File: config.mk
export PLATFORM = sky130hd
export DESIGN_NAME = aux_ctrl
export DESIGN_NICKNAME = d
export VERILOG_FILES = /design/src/design/aux_pkg.sv /design/src/design/ptr_bank_if.sv /design/src/design/aux_ctrl.sv /design/src/design/data_pointer_bank.sv /design/src/design/soft_reset_seq.sv
export SDC_FILE = /design/constraint.sdc
export NUM_CORES = 1
export LEC_CHECK = 0
export BUFFER_PORTS_ARGS = -buffer_cell sky130_fd_sc_hd__buf_4
export CORE_ASPECT_RATIO = 1.25
export CORE_UTILIZATION = 60
export DETAILED_ROUTE_END_ITERATION = 8
export PLACE_DENSITY = 0.81
export SKIP_CTS_REPAIR_TIMING = 1
export SYNTH_ARGS = -nofsm -noshare
export SYNTH_HDL_FRONTEND = slang
export SYNTH_SLANG_ARGS = --single-unit
File: constraint.sdc
create_clock -name clk -period 8 [get_ports clk]
set_input_delay 2.4 -clock clk [delete_from_list [all_inputs] [get_ports clk]]
set_output_delay 2.4 -clock clk [all_outputs]
set_load 0.005 [all_outputs]
File: src/design/aux_pkg.sv
// Constants and types shared by the auxiliary control block
package aux_pkg;
    localparam logic [7:0]  ADDR_AUX_CONTROL = 8'h00;
    localparam logic [7:0]  ADDR_PTR_LOW     = 8'h01;
    localparam logic [7:0]  ADDR_PTR_HIGH    = 8'h02;
    localparam logic [7:0]  ADDR_IRQ_STATUS  = 8'h03;
    localparam logic [7:0]  ADDR_IRQ_MASK    = 8'h04;
    localparam int          BIT_SELECT       = 0;
    localparam int          BIT_RESERVED     = 1;
    localparam int          BIT_WIRED_ZERO   = 2;
    localparam int          BIT_SOFT_RESET   = 3;
    localparam int          BIT_LOW_VOLT     = 4;
    localparam int          BIT_BO_IRQ_SEL   = 5;
    localparam int          BIT_BO_OFF       = 6;
    localparam int          BIT_KEYPAD       = 7;
    localparam logic [7:0]  AUX_RESET        = 8'h00;
    localparam logic [15:0] PTR_RESET        = 16'h0000;
    localparam logic [15:0] RESTART_ADDR     = 16'h0000;
    localparam int          PTR_COUNT        = 2;
    localparam int          IRQ_KEYPAD       = 0;
    localparam int          IRQ_PTR_WRAP     = 1;
    localparam int          IRQ_MOVE_MISS    = 2;
    localparam int          IRQ_WIDTH        = 3;
    localparam logic [2:0]  IRQ_RESET        = 3'h0;
    localparam logic [15:0] CFG_FIRST        = 16'hfd00;
    localparam logic [15:0] CFG_LAST         = 16'hfd01;
    localparam int          CLK_PERIOD_NS    = 25;
    localparam int          SOFT_RST_NS      = 1000;
    localparam int          SOFT_RST_CYCLES  = (SOFT_RST_NS + CLK_PERIOD_NS - 1) / CLK_PERIOD_NS;
    localparam logic [7:0]  SOFT_RST_LAST    = 8'(SOFT_RST_CYCLES - 1);
    typedef enum logic [1:0] {MEM_JUMP, MEM_CODE, MEM_DATA_RD, MEM_DATA_WR} mem_kind_e;
endpackage

File: src/design/ptr_bank_if.sv
// Control and result signals between the register logic and the pointer bank
`timescale 1ns/1ps
interface ptr_bank_if;
    logic        sel;
    logic        clear;
    logic        wrLow;
    logic        wrHigh;
    logic [7:0]  wrByte;
    logic        inc;
    logic        load;
    logic [15:0] loadValue;
    logic [15:0] curPtr;
    logic        incWrap;
    modport ctrl (output sel, clear, wrLow, wrHigh, wrByte, inc, load, loadValue,
                  input curPtr, incWrap);
    modport bank (input sel, clear, wrLow, wrHigh, wrByte, inc, load, loadValue,
                  output curPtr, incWrap);
endinterface

File: src/design/aux_ctrl.sv
// Auxiliary control register with software reset and dual data pointers
`timescale 1ns/1ps
module aux_ctrl
    import aux_pkg::*;
(
    input  wire logic        clk,
    input  wire logic        sys_rst,
    input  wire logic        clkEn,
    input  wire logic [7:0]  regAddr,
    input  wire logic [7:0]  regWrData,
    input  wire logic        regWr,
    input  wire logic        regRd,
    output logic      [7:0]  regRdData,
    input  wire logic        opPtrInc,
    input  wire logic        opPtrLoad,
    input  wire logic [15:0] ptrLoadValue,
    input  wire logic        opAuxInc,
    input  wire logic        opJump,
    input  wire logic        opCodeRead,
    input  wire logic        opDataRead,
    input  wire logic        opDataWrite,
    input  wire logic [7:0]  accValue,
    output logic      [15:0] memAddr,
    output mem_kind_e        memKind,
    output logic             memValid,
    output logic             cfgSelect,
    input  wire logic        keypadEvent,
    input  wire logic        powerFailReset,
    output logic             brownoutOff,
    output logic             brownoutIrqSelect,
    output logic             lowVoltEpromMode,
    output logic             chipResetOut,
    output logic             irq
);
    ptr_bank_if ptrBus ();

    logic                 softRst;
    logic                 pointerSelect;
    logic                 keypadIrqFlag;
    logic                 auxWrite;
    logic [7:0]           auxWrValue;
    logic [7:0]           auxView;
    logic                 anyMemOp;
    logic                 dataOp;
    logic                 moveMiss;
    logic [IRQ_WIDTH-1:0] irqStatus;
    logic [IRQ_WIDTH-1:0] irqMask;
    logic [IRQ_WIDTH-1:0] irqEvents;
    logic [7:0]           next_rdData;

    function automatic logic addrHit(input logic [7:0] a, input logic [7:0] target);
        return a == target;
    endfunction

    function automatic logic inCfgSpace(input logic [15:0] a);
        return (a >= CFG_FIRST) && (a <= CFG_LAST);
    endfunction

    // Software reset request and its stretched chip reset
    soft_reset_seq u_reset (
        .clk     (clk),
        .sys_rst (sys_rst),
        .clkEn   (clkEn),
        .trigger (auxWrite && auxWrValue[BIT_SOFT_RESET] && !softRst),
        .chipRst (softRst)
    );

    assign chipResetOut = softRst;

    // Pointer bank
    data_pointer_bank u_bank (
        .clk     (clk),
        .sys_rst (sys_rst),
        .clkEn   (clkEn),
        .bus     (ptrBus.bank)
    );

    assign ptrBus.sel       = pointerSelect;
    assign ptrBus.clear     = softRst;
    assign ptrBus.wrLow     = regWr && addrHit(regAddr, ADDR_PTR_LOW) && !softRst;
    assign ptrBus.wrHigh    = regWr && addrHit(regAddr, ADDR_PTR_HIGH) && !softRst;
    assign ptrBus.wrByte    = regWrData;
    assign ptrBus.inc       = opPtrInc && !softRst;
    assign ptrBus.load      = opPtrLoad && !softRst;
    assign ptrBus.loadValue = ptrLoadValue;

    // Register view: bits 3, 2 and 1 always read zero
    assign auxView = {keypadIrqFlag, brownoutOff, brownoutIrqSelect, lowVoltEpromMode,
                      1'b0, 1'b0, 1'b0, pointerSelect};

    // Bus write has priority over an in-place increment
    assign auxWrite   = !softRst && ((regWr && addrHit(regAddr, ADDR_AUX_CONTROL)) || opAuxInc);
    assign auxWrValue = (regWr && addrHit(regAddr, ADDR_AUX_CONTROL)) ? regWrData
                                                                      : auxView + 8'h01;

    // Plain control bits, cleared by chip reset
    always_ff @(posedge clk or posedge sys_rst) begin
        if (sys_rst) begin
            pointerSelect     <= AUX_RESET[BIT_SELECT];
            brownoutOff       <= AUX_RESET[BIT_BO_OFF];
            brownoutIrqSelect <= AUX_RESET[BIT_BO_IRQ_SEL];
        end else if (clkEn) begin
            if (softRst) begin
                pointerSelect     <= AUX_RESET[BIT_SELECT];
                brownoutOff       <= AUX_RESET[BIT_BO_OFF];
                brownoutIrqSelect <= AUX_RESET[BIT_BO_IRQ_SEL];
            end else if (auxWrite) begin
                pointerSelect     <= auxWrValue[BIT_SELECT];
                brownoutOff       <= auxWrValue[BIT_BO_OFF];
                brownoutIrqSelect <= auxWrValue[BIT_BO_IRQ_SEL];
            end
        end
    end

    // Low-voltage mode survives soft reset; only sys_rst and powerFailReset clear it
    always_ff @(posedge clk or posedge sys_rst) begin
        if (sys_rst) begin
            lowVoltEpromMode <= AUX_RESET[BIT_LOW_VOLT];
        end else if (clkEn) begin
            if (powerFailReset) begin
                lowVoltEpromMode <= 1'b0;
            end else if (auxWrite && auxWrValue[BIT_LOW_VOLT]) begin
                lowVoltEpromMode <= 1'b1;
            end
        end
    end

    // Keypad flag: hardware set wins over a software clear
    always_ff @(posedge clk or posedge sys_rst) begin
        if (sys_rst) begin
            keypadIrqFlag <= AUX_RESET[BIT_KEYPAD];
        end else if (clkEn) begin
            if (softRst) begin
                keypadIrqFlag <= AUX_RESET[BIT_KEYPAD];
            end else if (keypadEvent) begin
                keypadIrqFlag <= 1'b1;
            end else if (auxWrite && !auxWrValue[BIT_KEYPAD]) begin
                keypadIrqFlag <= 1'b0;
            end
        end
    end

    // Memory address generation through the selected pointer
    assign anyMemOp = (opJump || opCodeRead || opDataRead || opDataWrite) && !softRst;
    assign dataOp   = (opDataRead || opDataWrite) && !softRst;
    assign moveMiss = dataOp && !inCfgSpace(ptrBus.curPtr);

    always_ff @(posedge clk or posedge sys_rst) begin
        if (sys_rst) begin
            memAddr   <= RESTART_ADDR;
            memKind   <= MEM_JUMP;
            memValid  <= 1'b0;
            cfgSelect <= 1'b0;
        end else if (clkEn) begin
            memValid  <= anyMemOp;
            cfgSelect <= dataOp && inCfgSpace(ptrBus.curPtr);
            if (opJump || opCodeRead) begin
                memAddr <= ptrBus.curPtr + {8'h00, accValue};
                memKind <= opJump ? MEM_JUMP : MEM_CODE;
            end else if (dataOp) begin
                memAddr <= ptrBus.curPtr;
                memKind <= opDataRead ? MEM_DATA_RD : MEM_DATA_WR;
            end
        end
    end

    // Interrupt status, write one to clear, set wins
    assign irqEvents = {moveMiss, ptrBus.incWrap, keypadEvent && !softRst};

    always_ff @(posedge clk or posedge sys_rst) begin
        if (sys_rst) begin
            irqStatus <= IRQ_RESET;
            irqMask   <= IRQ_RESET;
        end else if (clkEn) begin
            if (softRst) begin
                irqStatus <= IRQ_RESET;
                irqMask   <= IRQ_RESET;
            end else begin
                if (regWr && addrHit(regAddr, ADDR_IRQ_STATUS)) begin
                    irqStatus <= (irqStatus & ~regWrData[IRQ_WIDTH-1:0]) | irqEvents;
                end else begin
                    irqStatus <= irqStatus | irqEvents;
                end
                if (regWr && addrHit(regAddr, ADDR_IRQ_MASK)) begin
                    irqMask <= regWrData[IRQ_WIDTH-1:0];
                end
            end
        end
    end

    assign irq = |(irqStatus & irqMask);

    // Read data, valid only in the cycle after the strobe
    always_comb begin
        next_rdData = 8'h00;
        if (addrHit(regAddr, ADDR_AUX_CONTROL)) begin
            next_rdData = auxView;
        end else if (addrHit(regAddr, ADDR_PTR_LOW)) begin
            next_rdData = ptrBus.curPtr[7:0];
        end else if (addrHit(regAddr, ADDR_PTR_HIGH)) begin
            next_rdData = ptrBus.curPtr[15:8];
        end else if (addrHit(regAddr, ADDR_IRQ_STATUS)) begin
            next_rdData = {5'h00, irqStatus};
        end else if (addrHit(regAddr, ADDR_IRQ_MASK)) begin
            next_rdData = {5'h00, irqMask};
        end
    end

    always_ff @(posedge clk or posedge sys_rst) begin
        if (sys_rst) begin
            regRdData <= 8'h00;
        end else if (clkEn) begin
            regRdData <= regRd ? next_rdData : 8'h00;
        end
    end
endmodule

File: src/design/data_pointer_bank.sv
// Two data pointers; only the selected one is seen or changed, but clear resets both
`timescale 1ns/1ps
module data_pointer_bank
    import aux_pkg::*;
(
    input wire logic clk,
    input wire logic sys_rst,
    input wire logic clkEn,
    ptr_bank_if.bank bus
);
    logic [15:0] ptrs [PTR_COUNT];

    for (genvar i = 0; i < PTR_COUNT; i++) begin : g_ptr
        always_ff @(posedge clk or posedge sys_rst) begin
            if (sys_rst) begin
                ptrs[i] <= PTR_RESET;
            end else if (clkEn) begin
                if (bus.clear) begin
                    ptrs[i] <= PTR_RESET;
                end else if (bus.sel == 1'(i)) begin
                    if (bus.load) begin
                        ptrs[i] <= bus.loadValue;
                    end else if (bus.inc) begin
                        ptrs[i] <= ptrs[i] + 16'h0001;
                    end else begin
                        if (bus.wrLow) begin
                            ptrs[i][7:0] <= bus.wrByte;
                        end
                        if (bus.wrHigh) begin
                            ptrs[i][15:8] <= bus.wrByte;
                        end
                    end
                end
            end
        end
    end

    assign bus.curPtr  = ptrs[bus.sel];
    assign bus.incWrap = bus.inc && !bus.load && (ptrs[bus.sel] == 16'hffff);
endmodule

File: src/design/soft_reset_seq.sv
// Stretches a software reset request into a chip reset of fixed length
`timescale 1ns/1ps
module soft_reset_seq
    import aux_pkg::*;
(
    input wire logic  clk,
    input wire logic  sys_rst,
    input wire logic  clkEn,
    input wire logic  trigger,
    output logic      chipRst
);
    typedef enum logic {RUN, HOLD} seq_state_e;
    localparam int HOLD_LEN = SOFT_RST_CYCLES;

    seq_state_e state;
    logic [7:0] holdCount;

    always_ff @(posedge clk or posedge sys_rst) begin
        if (sys_rst) begin
            state     <= RUN;
            holdCount <= 8'h00;
        end else if (clkEn) begin
            case (state)
                RUN: begin
                    if (trigger) begin
                        state     <= HOLD;
                        holdCount <= SOFT_RST_LAST;
                    end
                end
                HOLD: begin
                    if (holdCount == 8'h00) begin
                        state <= RUN;
                    end else begin
                        holdCount <= holdCount - 8'h01;
                    end
                end
                default: state <= RUN;
            endcase
        end
    end

    assign chipRst = (state == HOLD);
endmodule

Word level (Yosys, flattened, before mapping)
Index checks and enable logic that the tools add are counted.
- bits in registers: 80
- add/sub/neg operators: 5
- bitwise logic cells: 7
- multiplexer cells: 47
- equality and inequality tests: 8
- reduce and logical (&&, ||, !) cells: 52
- magnitude comparators: 3
- operators with widths (cell ; count):
    16-bit 2-to-1 mux ; 13
    8-bit 2-to-1 mux ; 9
    16-bit by 1-bit adder with 16-bit output (second input constant) ; 2
    1-bit logical AND ; 22
    3-bit 2-to-1 mux ; 6
    16-bit by 8-bit adder with 16-bit output ; 1
    16-bit == test (second input constant) ; 1
    8-bit by 2-bit == test with 1-bit output (second input constant) ; 2
    16-bit >= comparator (second input constant) ; 1
    16-bit less-or-equal comparator (second input constant) ; 1
    8-bit logical NOT ; 2
    8-bit one-hot mux with 2 select lines ; 1
    1-bit 2-to-1 mux ; 15
    3-bit AND reduction ; 5
    2-bit AND reduction ; 5
    2-bit nonzero test ; 5
    8-bit by 1-bit adder with 8-bit output (second input constant) ; 1
    8-bit by 1-bit == test with 1-bit output (second input constant) ; 1
    8-bit by 3-bit == test with 1-bit output (second input constant) ; 1
    4-bit nonzero test ; 2
    8-bit by 1-bit subtractor with 8-bit output (second input constant) ; 1
    3-bit AND ; 2
    3-bit bitwise OR ; 2
    1-bit logical OR ; 5
    11 further kinds ; 16

Depth between registers and ports, before layout
Gate-level depths: netlist of the first run.
- depth after elaboration: 11
- depth in mapped cells: 13
- gate-level depth less buffers: 11

By module
Synthesis of the first run repeated with hierarchy kept, for this count alone.
- cells, all modules: 676
- area, all modules: 5708.0 um^2
- modules (own cells, without submodules) (module ; cells an instance ; area an instance (um^2) ; instances ; sequential area each (um^2)):
    data_pointer_bank ; 339 ; 2595.0 ; 1 ; 800.8
    aux_ctrl ; 284 ; 2517.4 ; 1 ; 975.9
    soft_reset_seq ; 53 ; 595.6 ; 1 ; 225.2

Worst setup path after synthesis of the first run
Ideal clock, no wire load.
- kind: input port to flip-flop
- start: input port accValue[0]
- end: register memAddr[14]
- arrival time: 4.008 ns
- path slack: 3.897 ns
- required time: 7.905 ns
- path buffers: 0
- cell stages on the path: 9
- path through: ha_1 inv_1 fa_1 nand2b_1 a21oi_1 o31a_1 a21oi_1 o21a_1 o31ai_1
- cells in the longest elaborated chain, start to end: 2
- RTL lines (what ; line ; text):
    from (decl) ; aux_ctrl.sv:22 ; input wire logic [7:0] accValue,
    16-bit by 8-bit adder with 16-bit output ; aux_ctrl.sv:158 ; memAddr <= ptrBus.curPtr + {8'h00, accValue};
    16-bit 2-to-1 mux ; aux_ctrl.sv:157 ; if (opJump || opCodeRead) begin
    to (signal assigned) ; aux_ctrl.sv:158 ;
    to (signal assigned) ; aux_ctrl.sv:161 ; memAddr <= ptrBus.curPtr;
    to (decl) ; aux_ctrl.sv:23 ; output logic [15:0] memAddr,
Every way passes these cells.
A chain may end at the register's enable or synchronous reset.

Worst setup path in the final report of the first run
- start: input port regAddr[5]
- end: register u_bank.ptrs[31] in the netlist's numbering
- cells in the longest elaborated chain, start to end: 5
- RTL lines (what ; line ; text):
    from (decl) ; aux_ctrl.sv:9 ; input wire logic [7:0] regAddr,
    8-bit by 2-bit == test with 1-bit output ; aux_ctrl.sv:52 ; return a == target;
    1-bit logical AND (2 in series) ; aux_ctrl.sv:81 ; assign ptrBus.wrHigh = regWr && addrHit(regAddr, ADDR_PTR_HIGH) && !softRst;
    4-bit nonzero test (no line) ; -- ;
    3-bit AND reduction (no line) ; -- ;
    to (signal, indexed assignment) ; data_pointer_bank.sv:22 ; ptrs[i] <= bus.loadValue;
    to (signal, indexed assignment) ; data_pointer_bank.sv:24 ; ptrs[i] <= ptrs[i] + 16'h0001;
    to (signal, indexed assignment) ; data_pointer_bank.sv:27 ; ptrs[i][7:0] <= bus.wrByte;
    to (decl) ; data_pointer_bank.sv:11 ; logic [15:0] ptrs [PTR_COUNT];
Every way passes these cells.

==> results of run 1 <==
-- sequential cells by signal, indices dropped and copies added (netlist names), 2 cells and up --
name,cells
irqMask,3
irqStatus,3
memAddr,16
regRdData,8
u_reset.holdCount,8
memKind,2
u_bank.ptrs,32
-- worst max-delay path by stage --
stage / startpoint / slack, ps / to / depth (start not counted)
CTS: regAddr[5] / 3780 / u_bank.ptrs[31] / 7
global route: regAddr[5] / 3630 / u_bank.ptrs[31] / 7
floorplan: sys_rst / 3550 / brownoutIrqSelect / 1
global placement: regAddr[5] / 3490 / u_bank.ptrs[31] / 7
finish: regAddr[5] / 3730 / u_bank.ptrs[31] / 7
detailed placement: regAddr[5] / 3400 / u_bank.ptrs[31] / 7
-- power by group --
group	switching, W	total, W	internal [W]
Clock	0.000152	0.000348	0.000196
Sequential	0.000220	0.000776	0.000556
Combinational	0.000536	0.000945	0.000408
-- final cells by class --
| cell class | count | area, µm² |
|---|---|---|
| clock inverters | 1 | 30.0 |
| inverters | 28 | 106 |
| flip-flops and latches | 80 | 2000 |
| multi-input cells | 530 | 3230 |
| fillers | 751 | 2380 |
| well taps | 120 | 150 |
| clock buffers | 15 | 206 |
| repair buffers | 92 | 691 |
-- per-layer routing --
metal	GRT usage, %	vias up
li1	-	2611
met1	44.7	2670
met2	57.3	286
met3	7.65	68
met4	21.3	0
met5	0	-
-- per-stage QoR --
step / instances / hold slack (ps) / setup slack (ps)
2_1_floorplan: 681 / 468 / 3550
3_3_place_gp: 850 / 461 / 3490
3_5_place_dp: 850 / 476 / 3400
4_1_cts: 866 / 495 / 3780
5_1_grt: 866 / 518 / 3630
6_report: 866 / 490 / 3730
-- cell usage in the layout, fill, tap and decap left out, types with 4 or more instances in the layout --
master and count:
o2bb2ai_1 10, o22a_1 5, a211oi_1 10, a21oi_1 67, nand4_1 14, clkbuf_8 15
dfrtp_1 80, xnor2_1 6, nor2b_1 8, o21ai_0 54, and3_1 9, ha_1 12
inv_1 26, a22oi_1 8, o21a_1 10, o31ai_1 15, o221ai_1 5, o31a_1 4
nor2_1 67, nand3_1 28, mux2_2 9, a21o_1 11, nand2b_1 6, a31oi_1 12
mux2i_1 10, xor2_1 11, and4_1 4, nor4b_1 4, nand2_1 71, buf_4 92
nor3_1 14
-- kinds of logic after synthesis --
logic type,count (synthesis)
xor gates and xnor gates,17
AOI/OAI and AO/OA,236
adders and majority gates,13
DFF,80
muxes,19
and+or+nand+nor,245
buffers and inverters,71
-- worst register-to-register path: stages (launching register included) --
cell and delay, ps:
dfrtp_1 730, mux2i_1 620, inv_1 100, ha_1 210, inv_1 70, fa_1 170
nand2b_1 160, a21oi_1 120, o31a_1 310, a21oi_1 360, nor3_1 110, o31ai_1 260
==> results_dict.tcl, run 1 <==
set metrics [dict create \
    status "finished, final reports clean" \
    ioPinCount 87 \
    area_growth_pct 16.4 \
    via_per_inst 6.51 \
    synth_fa_ha_area_share_pct 3.09 \
    dp_hpwl_mm 12.1 \
    grt_usage_pct 36.0 \
    post-route-cell-area_um2 6410 \
    synth-compound-area-share_pct 27.6 \
    relSlewSlack_pct 27.4 \
    cts_tree "built" \
    diodes 0 \
    start_util_pct 62.7 \
    yosys_warnings 0 \
    globalplace.congestion 0.946 \
    remaining_drc_errors 0 \
    synth_top_area_share_pct 36.3 \
    port_buffers 86 \
    cp-end-kind "flip-flop" \
    grt_pass1_wl_mm 26.0 \
    cts_inserted_buffers 9 \
    fin_crit_ps 4270 \
    ys_seq_elements 80 \
    worstHoldStart "memAddr[1]" \
    clk_latency_ps 370 \
    core_um2 8800 \
    synth.distinct_cells 61 \
    cts.htree.levels 3 \
    placed_cell_area_um2 6180 \
    synth_xor_xnor_area_share_pct 2.70 \
    netlist_area_um2 5510 \
    routed_wirelength_mm 16.5 \
    grt_max_degree 81 \
    met1Wirelength_mm 6.64 \
    cp_num_buf_inv 1 \
    worstReg2RegEnd "memAddr[12]" \
    path_delay_family "compound AO/OA/AOI/OAI gates" \
    wl_met3_mm 1.22 \
    nets 808 \
    rr_startpoint "pointerSelect" \
    crit_chain "buf_4 > or4_4 > nor4_2 > o41ai_1 > a21oi_2 > o21ai_0 > a32o_1" \
    holdPathStages 2 \
    antenna_left 0 \
    worstSetupStartpointType "input pin" \
    setup-tns-final_ps 0 \
    grt_setup_unrepaired "no" \
    syn_inst 681 \
    grt_pass1_vias 5313 \
    reg2reg_slack_ps 4690 \
    finalHoldViolations 0 \
    skew_ps 9.22 \
    synth-simple-area-share_pct 21.5 \
    drt_pass1_iterations 6 \
    synth_common_cells "80 x dfrtp_1, 71 x nand2_1, 67 x a21oi_1, 67 x nor2_1, 55 x o21ai_0" \
    fin_util_pct 72.9 \
    synthFlopType "dfrtp_1" \
    synth_top_family_by_area "compound AO/OA/AOI/OAI gates" \
    post_drt_wl_per_cell_um 19.0 \
    async_reset_ff_share_pct 100 \
    synth_mux_area_share_pct 3.65 \
    power.density_nw_per_um2 322 \
    fp-row-count 38 \
    arrival_ps 4530 \
    max_freq_mhz 234 \
    synth-edff-count 0 \
    drt_iter0_markers 408 \
    highest_layer "met4" \
    finalPower_w 0.00207 \
    synth.avg_cell_area_um2 8.09 \
    ctsRootBufferMaster "clkbuf_8" \
    worst_ep_required_time_ps 8260 \
    antenna_found_initial 0 \
    die_x_um 87.7 \
    maxCapViolations 0 \
    path_class "input pin to flip-flop" \
    tightest_slew_ps 1080 \
    drv_slew 0 \
    netlist_top_cells_area "dfrtp_1 36%, a21oi_1 6.1%, o21ai_0 5.0%, nand2_1 4.8%, nor2_1 4.6%" \
    die_h_um 109 \
    setup_viol_count_final 0 \
    synth.most_common_cell "dfrtp_1" \
    min_path_type "flip-flop to flip-flop" \
    wl_met2_mm 7.78 \
    peakVddDrop_uv 223 \
    p_leak_nw 2.82 \
    clock-sinks 80 \
    layout-drive-gt1-share_pct 17.0 \
    clockBufferDepth 2 \
    min_to "memAddr[1]" \
    critical_path_peak_fanout 16 \
    slowest_delay_ps 570 \
    yosysSeqAreaShare_pct 36.3 \
    die_area_um2 9580 \
    fin_crit_sh_pct 53.4 \
    vias 5635 \
    cp_slowest_cell "or4_4" \
    worst-r2r-cell-count 11 \
    synth_top_cell_by_area "dfrtp_1" \
    cts.reportedPaths.clkPinSlew_ps 80 \
    syn_nets 748 \
    grt.overflow.total 0 \
]
(Power assumes the default switching activity.)
==> run 2, diff against run 1 <==
--- a/config.mk
+++ b/config.mk
@@ -7,9 +7,9 @@
 export LEC_CHECK = 0
 export BUFFER_PORTS_ARGS = -buffer_cell sky130_fd_sc_hd__buf_4
 export CORE_ASPECT_RATIO = 1.25
-export CORE_UTILIZATION = 60
+export CORE_UTILIZATION = 58
 export DETAILED_ROUTE_END_ITERATION = 8
-export PLACE_DENSITY = 0.81
+export PLACE_DENSITY = 0.78
 export SKIP_CTS_REPAIR_TIMING = 1
 export SYNTH_ARGS = -nofsm -noshare
 export SYNTH_HDL_FRONTEND = slang
==> constraint.sdc (replaced) <==
create_clock -name clk -period 4.25 [get_ports clk]
set_input_delay 1.275 -clock clk [delete_from_list [all_inputs] [get_ports clk]]
set_output_delay 1.275 -clock clk [all_outputs]
set_load 0.005 [all_outputs]
==> run 2 against run 1 <==
Cell area increased by 2.4%. Power increased by 100%. Flip-flop and latch count unchanged. Clock power increased to 2.7 times the previous value. Count of clock-buffer cells in the layout decreased by 4. Sequential power increased by 89%. Largest cell class unchanged. Critical path depth unchanged. Sequential share of layout area decreased by 0.73 points. Clock skew decreased by 3.8 ps. Via count increased by 0.73%. Global-route usage increased by 0.47 points. Largest power group unchanged.
==> results_dict.tcl, run 2 (synthesis gave the netlist of run 1 again) <==
set metrics [dict create \
    clk_latency_ps 350 \
    cts.reportedPaths.clkPinSlew_ps 60 \
    cts_inserted_buffers 9 \
    final_common_cell "buf_4" \
    worst_ep_required_time_ps 4490 \
    clockBufferDepth 2 \
    globalplace.congestion 0.994 \
    grt_pass1_vias 5424 \
    clock-sinks 80 \
    nets 812 \
    cts_tree "built" \
    grt_usage_pct 36.5 \
    preCtsSetupSlack_ps 769 \
    antenna_left 0 \
    drt_iter0_markers 417 \
    post-route-cell-area_um2 6570 \
    area_growth_pct 19.2 \
    die_h_um 111 \
    maxCapViolations 0 \
    top_regs "u_bank.ptrs (32), memAddr (16)" \
    ioPinCount 87 \
    drt_pass1_iterations 5 \
    min_to "memAddr[2]" \
    cts.htree.levels 3 \
    worstHoldStart "memAddr[2]" \
    via_per_inst 6.50 \
    final_cell_mix "96 x buf_4, 80 x dfrtp_1, 71 x nand2_1" \
    min_path_type "flip-flop to flip-flop" \
    layout-drive-gt1-share_pct 17.5 \
    max_freq_mhz 316 \
    post_drt_wl_per_cell_um 19.7 \
    path_class "input pin to flip-flop" \
    largest_reg_flops 32 \
    drv_slew 0 \
    placed_cell_area_um2 6210 \
    stdcell_count 873 \
    antenna_found_initial 0 \
    grt_setup_unrepaired "no" \
    port_buffers 86 \
    cp-end-kind "flip-flop" \
    setup_viol_count_final 0 \
    finalHoldViolations 0 \
    grt_max_degree 31 \
    fin_crit_ps 3160 \
    finalPower_w 0.00421 \
    routed_wirelength_mm 17.2 \
    peakVddDrop_uv 501 \
    largest_register "u_bank.ptrs" \
    die_x_um 89.2 \
    remaining_drc_errors 0 \
    reg2reg_slack_ps 1150 \
    grt_pass1_wl_mm 27.5 \
    worst-r2r-cell-count 9 \
    ctsRootBufferMaster "clkbuf_16" \
    dp_hpwl_mm 12.7 \
    fill_cells 768 \
    vias 5676 \
    rr_startpoint "pointerSelect" \
    die_area_um2 9900 \
    relSlewSlack_pct 22.2 \
    holdPathStages 2 \
    worstSetupStartpointType "input pin" \
    tightest_slew_ps 1160 \
    fp-row-count 39 \
    skew_ps 5.38 \
    arrival_ps 3400 \
    diodes 0 \
    grt.overflow.total 0 \
    crit_chain "buf_4 > or4_4 > nor4_2 > o41ai_1 > a21oi_2 > o21ai_0 > a32o_1" \
    dp.cells 857 \
    setup-tns-final_ps 0 \
    setup_ws_ps 1090 \
    critical_path_peak_fanout 16 \
    slowest_delay_ps 560 \
    power.density_nw_per_um2 640 \
    fin_crit_sh_pct 74.4 \
    core_um2 9170 \
    worstReg2RegEnd "memAddr[14]" \
    start_util_pct 60.1 \
    cp_slowest_cell "or4_4" \
    status "finished, final reports clean" \
    p_leak_nw 2.89 \
]
## run 2: cell count changes in the layout (fill, tap and decap cells not counted), sizes merged
cell / previous run / this run
clkinvlp: 0 / 1
buf: 92 / 96
bufinv: 1 / 3
clkinv: 2 / 3
clkbuf: 15 / 11
## run 2: layout make-up
class / count / area (µm²) / share of cell area (%)
multi-input combinational: 530 / 3230 / 49.2
sequential: 80 / 2000 / 30.5
timing repair buffer: 96 / 721 / 11.0
clock buffer: 11 / 253 / 3.85
tap: 123 / 154 / 2.34
inverter: 28 / 106 / 1.62
clock inverter: 5 / 103 / 1.56
## run 2: how the worst max path moves through the flow
stage                        startpoint           endpoint  slack (ps)  depth (start not counted)
after floorplan                 sys_rst  brownoutIrqSelect         920                          1
after global placement       regAddr[5]    u_bank.ptrs[31]         790                          7
after detailed placement     regAddr[5]    u_bank.ptrs[31]         770                          7
after CTS                    regAddr[5]    u_bank.ptrs[31]        1130                          7
after global routing      pointerSelect        memAddr[12]         970                          9
final                        regAddr[5]    u_bank.ptrs[31]        1090                          7
## run 2: report_power, final
part | switching, W | internal (W) | total [W]
Sequential | 0.000424 | 0.00105 | 0.00147
Clock | 0.000325 | 0.000605 | 0.000930
Combinational | 0.00102 | 0.000781 | 0.00180
Total | 0.00177 | 0.00244 | 0.00421
## run 2: through the flow
step | util, % | hold slack (ps)
4_1_cts | 71.6 | 487
5_1_grt | 71.6 | 513
2_1_floorplan | - | 468
6_report | 71.6 | 482
3_5_place_dp | 67.7 | 474
3_3_place_gp | 67.7 | 464
## run 2: per-layer routing
metal / wire length (µm) / GRT usage, %
met1: 6930 / 47.0
met2: 8380 / 58.2
met3: 1210 / 4.84
met4: 701 / 19.8
met5: 0 / 0
## run 2: critical path, delay by kind of cell
family | cells | cell delay [ps]
AO/OA/AOI/OAI | 4 | 1140
buffers and inverters | 1 | 110
AND/OR/NAND/NOR | 2 | 860
